**src/rtl/ppip_pkg.sv**
```systemverilog
package ppip_pkg;
    localparam int PPIP_DATA_W = 8;
    // Width of the next_byte_ack_n pulses toward the host, in ns
    localparam int PPIP_ACK_NS = 5000;
    localparam int PPIP_CLK_NS = 10;
    localparam int PPIP_ACK_CYC = (PPIP_ACK_NS + PPIP_CLK_NS - 1) / PPIP_CLK_NS;
    localparam int PPIP_CNT_W = 10;
    localparam logic [7:0] PPIP_DATA_RST = 8'h00;

    typedef enum logic [1:0] {
        PPIP_IDLE,
        PPIP_FULL,
        PPIP_ACK
    } ppip_state_e;
endpackage

```
**src/rtl/ppip_edge.sv**
```systemverilog
// Falling-edge detector; the input is already synchronous to clock
module ppip_edge (
    input wire logic clock,
    input wire logic reset_n,
    input wire logic level_n,
    output logic fall
);
    logic prev_reg;

    always_ff @(posedge clock) begin
        if (!reset_n) begin
            prev_reg <= 1'b1;
        end else begin
            prev_reg <= level_n;
        end
    end

    assign fall = prev_reg & ~level_n;
endmodule

```
**src/rtl/ppip_port.sv**
```systemverilog
// Summary of operation
// - A falling edge of host_strobe_n latches the parallel data byte into the holding register.
// - After a capture hold_off_n goes to the busy state (low).
// - After a capture byte_received_n is asserted low toward the processor.
// - While cpu_read_n is low the held byte appears on the processor data bus.
// - When the byte is consumed, busy is released and next_byte_ack_n is pulsed.
// - While buffer_full is high, busy stays asserted and the acknowledge is withheld.
// - A falling edge of host_init_n starts initialization as power-on does, except that cpu_reset_n is not asserted.
// - A host-requested initialization only drives peripheral_reset_n, not the processor.
// - Power-on reset asserts the processor reset and resets the whole port.
// - After initialization an ack_pulse is sent, serial busy cleared and online_lamp lit.
module ppip_port
    import ppip_pkg::*;
(
    input wire logic clock,
    input wire logic reset_n,
    input wire logic power_on_reset_n,
    input wire logic [ppip_pkg::PPIP_DATA_W-1:0] host_data,
    input wire logic host_strobe_n,
    input wire logic host_init_n,
    input wire logic cpu_read_n,
    input wire logic buffer_full,
    input wire logic init_done,
    output logic hold_off_n,
    output logic byte_received_n,
    output logic next_byte_ack_n,
    output logic [ppip_pkg::PPIP_DATA_W-1:0] cpu_data,
    output logic cpu_data_oe,
    output logic cpu_reset_n,
    output logic peripheral_reset_n,
    output logic ack_pulse,
    output logic serial_busy_n,
    output logic online_lamp
);
    logic rst_n;
    logic strobe_fall;
    logic init_fall;
    logic read_rise;
    logic rd_prev_reg;
    logic init_busy_reg;
    logic [PPIP_DATA_W-1:0] hold_reg;
    logic [PPIP_CNT_W-1:0] cnt_reg;
    ppip_state_e state_reg;
    logic init_hold;
    logic take_byte;
    logic start_ack;
    logic ack_end;

    assign rst_n = reset_n & power_on_reset_n;
    assign read_rise = ~rd_prev_reg & cpu_read_n;

    // Initialization overrides the host handshake
    assign init_hold = init_busy_reg | init_fall;
    assign take_byte = strobe_fall & (state_reg == PPIP_IDLE) & ~init_hold;
    // Ack is withheld until the processor has room again
    assign start_ack = (state_reg == PPIP_FULL) & (read_rise | byte_received_n) & ~buffer_full
        & ~init_hold;
    assign ack_end = (state_reg == PPIP_ACK) & (cnt_reg == '0);

    ppip_edge u_strobe (
        .clock(clock),
        .reset_n(rst_n),
        .level_n(host_strobe_n),
        .fall(strobe_fall)
    );

    ppip_edge u_init (
        .clock(clock),
        .reset_n(rst_n),
        .level_n(host_init_n),
        .fall(init_fall)
    );

    always_ff @(posedge clock) begin
        if (!rst_n) begin
            rd_prev_reg <= 1'b1;
        end else begin
            rd_prev_reg <= cpu_read_n;
        end
    end

    // Processor reset follows reset_n and power_on_reset_n only
    always_ff @(posedge clock) begin
        if (!rst_n) begin
            cpu_reset_n <= 1'b0;
        end else begin
            cpu_reset_n <= 1'b1;
        end
    end

    // Initialization: held until the processor reports completion
    always_ff @(posedge clock) begin
        if (!rst_n) begin
            init_busy_reg <= 1'b1;
            peripheral_reset_n <= 1'b0;
        end else if (init_fall) begin
            init_busy_reg <= 1'b1;
            peripheral_reset_n <= 1'b0;
        end else begin
            peripheral_reset_n <= 1'b1;
            if (init_done) begin
                init_busy_reg <= 1'b0;
            end
        end
    end

    always_ff @(posedge clock) begin
        if (!rst_n) begin
            hold_reg <= PPIP_DATA_RST;
        end else if (strobe_fall && state_reg == PPIP_IDLE && !init_busy_reg) begin
            hold_reg <= host_data;
        end
    end

    always_ff @(posedge clock) begin
        if (!rst_n) begin
            cpu_data <= PPIP_DATA_RST;
        end else begin
            cpu_data <= hold_reg;
        end
    end

    // Bus enable lags the read strobe by one clock
    always_ff @(posedge clock) begin
        if (!rst_n) begin
            cpu_data_oe <= 1'b0;
        end else begin
            cpu_data_oe <= ~cpu_read_n;
        end
    end

    // Handshake toward the host
    always_ff @(posedge clock) begin
        if (!rst_n) begin
            state_reg <= PPIP_IDLE;
        end else if (init_hold) begin
            state_reg <= PPIP_IDLE;
        end else begin
            unique case (state_reg)
                PPIP_IDLE: begin
                    if (take_byte) begin
                        state_reg <= PPIP_FULL;
                    end
                end
                PPIP_FULL: begin
                    if (start_ack) begin
                        state_reg <= PPIP_ACK;
                    end
                end
                PPIP_ACK: begin
                    if (ack_end) begin
                        state_reg <= PPIP_IDLE;
                    end
                end
                default: state_reg <= PPIP_IDLE;
            endcase
        end
    end

    // Ack width counter, idles at zero
    always_ff @(posedge clock) begin
        if (!rst_n || init_hold) begin
            cnt_reg <= '0;
        end else if (start_ack) begin
            cnt_reg <= PPIP_CNT_W'(PPIP_ACK_CYC - 1);
        end else if (state_reg == PPIP_ACK && !ack_end) begin
            cnt_reg <= cnt_reg - 1'b1;
        end
    end

    always_ff @(posedge clock) begin
        if (!rst_n || init_hold) begin
            hold_off_n <= 1'b0;
        end else if (take_byte) begin
            hold_off_n <= 1'b0;
        end else if (start_ack) begin
            hold_off_n <= 1'b1;
        end else if (state_reg == PPIP_IDLE) begin
            hold_off_n <= ~buffer_full;
        end
    end

    always_ff @(posedge clock) begin
        if (!rst_n || init_hold) begin
            byte_received_n <= 1'b1;
        end else if (take_byte) begin
            byte_received_n <= 1'b0;
        end else if (state_reg == PPIP_FULL && read_rise) begin
            byte_received_n <= 1'b1;
        end
    end

    // Held low for the whole pulse width
    always_ff @(posedge clock) begin
        if (!rst_n || init_hold) begin
            next_byte_ack_n <= 1'b1;
        end else if (start_ack) begin
            next_byte_ack_n <= 1'b0;
        end else if (ack_end) begin
            next_byte_ack_n <= 1'b1;
        end
    end

    always_ff @(posedge clock) begin
        if (!rst_n || init_fall) begin
            ack_pulse <= 1'b0;
        end else begin
            ack_pulse <= init_busy_reg & init_done;
        end
    end

    // Online indication after initialization
    always_ff @(posedge clock) begin
        if (!rst_n || init_fall) begin
            serial_busy_n <= 1'b0;
            online_lamp <= 1'b0;
        end else if (init_busy_reg && init_done) begin
            serial_busy_n <= 1'b1;
            online_lamp <= 1'b1;
        end
    end
endmodule

```
**config.mk**
```make
export PLATFORM = sky130hd
export DESIGN_NAME = ppip_port
export DESIGN_NICKNAME = d
export VERILOG_FILES = /design/src/rtl/ppip_pkg.sv /design/src/rtl/ppip_edge.sv /design/src/rtl/ppip_port.sv
export SDC_FILE = /design/constraint.sdc
export NUM_CORES = 1
export LEC_CHECK = 0
export BUFFER_PORTS_ARGS = -buffer_cell sky130_fd_sc_hd__buf_2
export CORE_MARGIN = 3
export CORE_UTILIZATION = 54
export DETAILED_ROUTE_END_ITERATION = 10
export GPL_TIMING_DRIVEN = 0
export HOLD_SLACK_MARGIN = 0.08
export PLACE_DENSITY = 0.78
export SYNTH_ARGS = -nofsm -noshare
export SYNTH_HDL_FRONTEND = slang
export SYNTH_HIERARCHICAL = 1
export SYNTH_SLANG_ARGS = --single-unit
export TNS_END_PERCENT = 1
```
**constraint.sdc**
```tcl
create_clock -name clock -period 3.55 [get_ports clock]
set_input_delay 0.71 -clock clock [delete_from_list [all_inputs] [get_ports clock]]
set_output_delay 0.71 -clock clock [all_outputs]
set_load 0.02 [all_outputs]
```
==> impl_metrics.csv, run 1 <==
group,metric,value,unit
power_and_ir_drop,power_leakage,0.715,nW
timing,fin_tns_setup,0,ps
synth,synth_ff_type,"dfxtp_1",
job,drv_cap,0,
synth,netlist_area,1500,µm²
timing,fin_skew,11.3,ps
synth,synth_fp_nets,180,
timing,fin_crit_sh,52.0,%
timing,drv_slew,0,
final_layout,nets,219,
synth,syn_area_per_cell,9.26,µm²
clock_tree,cts.sinks,40,
power_and_ir_drop,ir_drop,0.000306,V
critical_path,r2r-start,"cnt_reg[4]",
critical_path,start_kind,"flip-flop",
route,first_pass_iters,4,
clock_tree,holdBufCountCts,0,
global_route,gr-total-overflow,0,
synth,synth-seq-cells,40,
critical_path,crit_chain,"nor4_1 -> nand3_1 -> or3_1 -> a31oi_1",
critical_path,reg2reg_depth,4,
final_layout,layout_commonest_cell,"dfxtp_1",
critical_path,r2r-end,"cnt_reg[8]",
critical_path,cp-end-kind,"flip-flop",
place,placedCellCount,224,
route,num_vias,1284,
floorplan,die_w,58.7,µm
critical_path,worst-path-max-fanout,6,
timing,finalHoldViolations,0,
critical_path,path_class,"reg2reg",
timing,finalCriticalPeriod,1850,ps
final_layout,largest_register_ff_count,10,
critical_path,crit_arrival,2120,ps
final_layout,final_cell_mix,"dfxtp_1 (40), buf_2 (33), nand2_1 (22)",
critical_path,slowest_stage,"nor4_1",
clock_tree,clock_latency,330,ps
synth,ys_seq_area_share,53.4,%
floorplan,io_pins,33,
route,vias_per_cell,5.56,
route,drc,0,
final_layout,fin_cells,231,
synth,ys_warn_count,6,
global_route,grt_max_degree,12,
clock_tree,post_cts_resized,0,
timing,tightest_slew,750,ps
global_route,antenna_found_initial,0,
floorplan,die_h,58.7,µm
clock_tree,htreeDepth,2,
final_layout,drive_above_1_share,20.9,%
timing,setup_violations,0,
floorplan,die-area,3450,µm²
power_and_ir_drop,power.density,397,nW/µm²
place,dp_hpwl,2.20,mm
synth,synth_edf_count,0,
clock_tree,cts_buffers,5,
synth,synthCells,162,
hold_path,min_path_type,"reg2reg",
clock_tree,cts_tree,"built",
floorplan,num_rows,18,
run_status,status,"finished clean",
global_route,first_global_vias,1183,
floorplan,core_area,2570,µm²
route,drt-initial-drc-count,56,
hold_path,hold_path_end,"hold_reg[7]",
place,gp_congestion,0.849,
critical_path,path_buf_inv,0,
route,wire_per_inst,12.9,µm
critical_path,critical-path-top-delay-family,"simple AND/OR/NAND/NOR gates",
critical_path,critPathMaxStageDelay,690,ps
hold_path,min-delay-start,"hold_reg[7]",
critical_path,reg2reg_slack,1700,ps
synth,synthArstFlopShare,0,%
synth,synth_cell_types,34,
final_layout,fin_area,1740,µm²
clock_tree,cts.reportedPaths.clkPinSlew,110,ps
final_layout,areaGrowthSynthToFinish,16.3,%
timing,timing.fmax,541,MHz
place,port-buffer-count,32,
route,wirelength,2.98,mm
hold_path,worstHoldPathCells,2,
floorplan,initial_core_util,58.4,%
global_route,grt_pass1_wl,5.17,mm
critical_path,critPathRequiredTime,3820,ps
clock_tree,cts_setup_buffers,0,
global_route,grtUsageTotal,19.8,%
timing,rsz0062_at_grt,"no",
route,drtAntennaViolNets,0,
timing,relSlewSlack,49.6,%
place,placed_cell_area,1700,µm²
clock_tree,ctsLongestPathBuffers,2,
clock_tree,clockRootBuffer,"clkbuf_4",
final_layout,n_antenna_cell,0,
==> logic make-up after synthesis <==
kind of cell	synth area share [%]
simple gates	22.7
compound gates	16.8
flops	53.4
buf+inv	2.59
xor+xnor	2.92
fa+ha+maj	1.67
==> routing by layer <==
layer  track usage (%)  up-vias  share of wire, %
li1                  -      653                 -
met4              9.71        0              0.84
met1              26.5      593                46
met2              30.0       36                47
met5                 0        -                 0
met3              4.82        2               5.9
==> synthesized netlist by cell type (4+ instances only) <==
master	instances	share of area, %
dfxtp_1	40	53
o21ai_0	7	2.3
xor2_1	4	2.3
o211ai_1	4	2.0
inv_1	5	1.3
nand2_1	22	5.5
nor2b_1	5	2.1
nor3_1	4	1.3
and3_1	11	4.6
nor2_1	7	1.8
a21oi_1	20	6.7
==> power breakdown <==
| part | switching (W) | internal, W | total (W) |
|---|---|---|---|
| Sequential | 0.00000169 | 0.000453 | 0.000455 |
| Clock | 0.000134 | 0.0000731 | 0.000208 |
| Combinational | 0.0000181 | 0.0000121 | 0.0000302 |
| Total | 0.000154 | 0.000539 | 0.000693 |
==> how the worst max path moves through the flow <==
| stage | slack, ps | start | endpoint | cells after the start |
|---|---|---|---|---|
| 6_report | 1700 | cnt_reg[4] | cnt_reg[8] | 4 |
| 5_1_grt | 1560 | cnt_reg[4] | cnt_reg[8] | 4 |
| 4_1_cts | 1650 | cnt_reg[4] | cnt_reg[8] | 4 |
| 3_5_place_dp | 1580 | host_init_n | state_reg[0] | 6 |
| 3_3_place_gp | 1620 | host_init_n | state_reg[0] | 6 |
| 2_1_floorplan | 1890 | host_init_n | state_reg[0] | 5 |
==> metrics by stage <==
| stage | worst slack, ps | utilization (%) | hold WS (ps) | total power [W] |
|---|---|---|---|---|
| 2_1_floorplan | 1890 | - | 432 | 0.000479 |
| 3_3_place_gp | 1620 | 66.1 | 438 | 0.000495 |
| 3_5_place_dp | 1580 | 66.1 | 443 | 0.000496 |
| 4_1_cts | 1650 | 67.9 | 458 | 0.000699 |
| 5_1_grt | 1560 | 67.9 | 484 | 0.000722 |
| 6_report | 1700 | 67.9 | 458 | 0.000693 |
==> worst register-to-register path, cell delays in order (launching register included) <==
cell	delay [ps]
dfxtp_1	380
nor4_1	690
nand3_1	170
or3_1	380
a31oi_1	150
==> cell type report <==
type	instances	area (µm²)
flip-flops and latches	40	801
inverters	5	18.8
fillers	226	823
plain buffers	4	20.0
repair buffers	32	160
clock inverters	1	5.00
clock buffers	6	41.3
well taps	30	37.5
multi-input cells	113	661
No activity file was read; power rests on OpenSTA's default activity.
==> run 2: changes to the inputs <==
- CORE_UTILIZATION: 54 -> 52
- PLACE_DENSITY: 0.78 -> 0.76
- clock period: 3.55 -> 1.81 ns (I/O delays scaled with it)
==> impl_metrics.csv, run 2 (synthesized netlist as in run 1, its figures left out) <==
group,metric,value,unit
power_and_ir_drop,ir_drop,0.000785,V
global_route,grtUsageTotal,21.0,%
place,gp_congestion,0.814,
route,vias_per_cell,5.75,
critical_path,reg2reg_slack,50,ps
global_route,grt_pass1_wl,5.52,mm
clock_tree,cts_tree,"built",
critical_path,reg2reg_depth,6,
floorplan,die_h,59.7,µm
route,drt-initial-drc-count,44,
route,wire_per_inst,14.3,µm
floorplan,initial_core_util,57.4,%
critical_path,cp-end-kind,"flip-flop",
timing,tightest_slew,692,ps
timing,finalCriticalPeriod,1760,ps
critical_path,critPathRequiredTime,2030,ps
timing,relSlewSlack,53.7,%
critical_path,start_kind,"flip-flop",
route,drtAntennaViolNets,0,
place,placed_cell_area,1700,µm²
floorplan,io_pins,33,
power_and_ir_drop,p_comb_share,4.1,%
final_layout,drive_above_1_share,24.3,%
power_and_ir_drop,power_frac_clock,33.7,%
timing,drv_slew,0,
final_layout,n_antenna_cell,0,
hold_path,hold_path_end,"cpu_data_oe",
clock_tree,cts_setup_buffers,0,
final_layout,layout_commonest_cell,"dfxtp_1",
floorplan,die-area,3570,µm²
critical_path,critical-path-top-delay-family,"simple AND/OR/NAND/NOR gates",
run_status,status,"finished clean",
route,drc,0,
timing,finalHoldViolations,0,
critical_path,crit_arrival,1980,ps
final_layout,largest_register_ff_count,10,
clock_tree,holdBufCountCts,0,
route,wirelength,3.32,mm
final_layout,areaGrowthSynthToFinish,18.6,%
final_layout,fill_cells,234,
power_and_ir_drop,internal-power,0.00110,W
final_layout,nets,219,
clock_tree,cts.reportedPaths.clkPinSlew,120,ps
job,drv_cap,0,
power_and_ir_drop,seqPwrFrac,62.1,%
critical_path,path_class,"reg2reg",
power_and_ir_drop,p_sw_share,23.3,%
timing,timing.fmax,568,MHz
critical_path,slowest_stage,"or3b_2",
critical_path,critPathMaxStageDelay,510,ps
timing,rsz0062_at_grt,"yes",
critical_path,r2r-start,"cnt_reg[0]",
clock_tree,cts_buffers,5,
floorplan,core_area,2610,µm²
timing,fin_tns_setup,0,ps
route,first_pass_iters,4,
clock_tree,htreeDepth,2,
global_route,antenna_found_initial,0,
global_route,first_global_vias,1235,
timing,fin_crit_sh,97.2,%
clock_tree,clockRootBuffer,"clkbuf_4",
global_route,grt_max_degree,14,
power_and_ir_drop,power_switching,0.000335,W
clock_tree,cts.sinks,40,
place,dp_hpwl,2.45,mm
clock_tree,ctsLongestPathBuffers,2,
hold_path,min_path_type,"in2reg",
place,port-buffer-count,32,
critical_path,r2r-end,"cnt_reg[6]",
critical_path,crit_chain,"inv_1 -> ha_1 -> or3b_2 -> o2111ai_1 -> xor2_1 -> a21oi_1",
timing,fin_skew,12.2,ps
timing,setup_violations,0,
critical_path,path_buf_inv,1,
power_and_ir_drop,power.density,808,nW/µm²
final_layout,fin_area,1780,µm²
critical_path,worst-path-max-fanout,5,
floorplan,num_rows,18,
clock_tree,post_cts_resized,1,
power_and_ir_drop,power_leakage,0.723,nW
final_layout,final_cell_mix,"dfxtp_1 (37), buf_2 (33), nand2_1 (22)",
hold_path,min-delay-start,"cpu_read_n",
power_and_ir_drop,p_total,0.00144,W
clock_tree,clock_latency,350,ps
route,num_vias,1334,
global_route,gr-total-overflow,0,
floorplan,die_w,59.7,µm
hold_path,worstHoldPathCells,2,
run 2: cell types whose count changed in the layout (fill, tap and decap cells not counted), sizes merged:
cell / before / now
clkinvlp: 0 / 2
clkinv: 1 / 0
run 2: layout make-up:
class | count | area (µm²) | share of cell area (%)
clock buffers | 6 | 51.3 | 2.88
clock inverters | 2 | 15.0 | 0.844
multi-input cells | 113 | 672 | 37.8
flip-flops and latches | 40 | 805 | 45.2
inverters | 5 | 18.8 | 1.05
well taps | 30 | 37.5 | 2.11
plain buffers | 4 | 20.0 | 1.13
repair buffers | 32 | 160 | 9.00
run 2: power groups by stage:
stage | clock network (W) | registers [W] | logic (W)
after detailed placement | 0 | 0.000913 | 0.0000593
after CTS | 0.000497 | 0.000893 | 0.0000599
final | 0.000485 | 0.000893 | 0.0000594
after global routing | 0.000525 | 0.000894 | 0.0000671
after floorplan | 0 | 0.000918 | 0.0000214
after global placement | 0 | 0.000912 | 0.0000575
run 2: how the worst max path moves through the flow:
stage	start	slack [ps]	cells after the start	end
after floorplan	cnt_reg[4]	180	4	cnt_reg[9]
after global placement	cnt_reg[4]	70	4	cnt_reg[8]
after detailed placement	cnt_reg[4]	20	4	cnt_reg[8]
after CTS	cnt_reg[0]	20	6	cnt_reg[6]
after global routing	cnt_reg[1]	-70	6	cnt_reg[5]
final	cnt_reg[0]	50	6	cnt_reg[6]
run 2: stage by stage:
step                utilization, %  setup WS [ps]  hold WS [ps]  instances
CTS                           67.8           24.5           168        232
floorplan                        -            176           432        162
global placement              65.0           66.2           441        224
global route                  68.1          -69.8           186        232
detailed placement            65.0           15.6           445        224
finish                        68.1           50.1           182        232
run 2: routing by layer:
layer / vias up / GRT usage, % / wire [µm]
met2: 56 / 34.1 / 1700
met5: - / 0 / 0
met3: 9 / 4.97 / 200
met1: 611 / 26.0 / 1360
met4: 0 / 10.4 / 61
li1: 658 / - / -
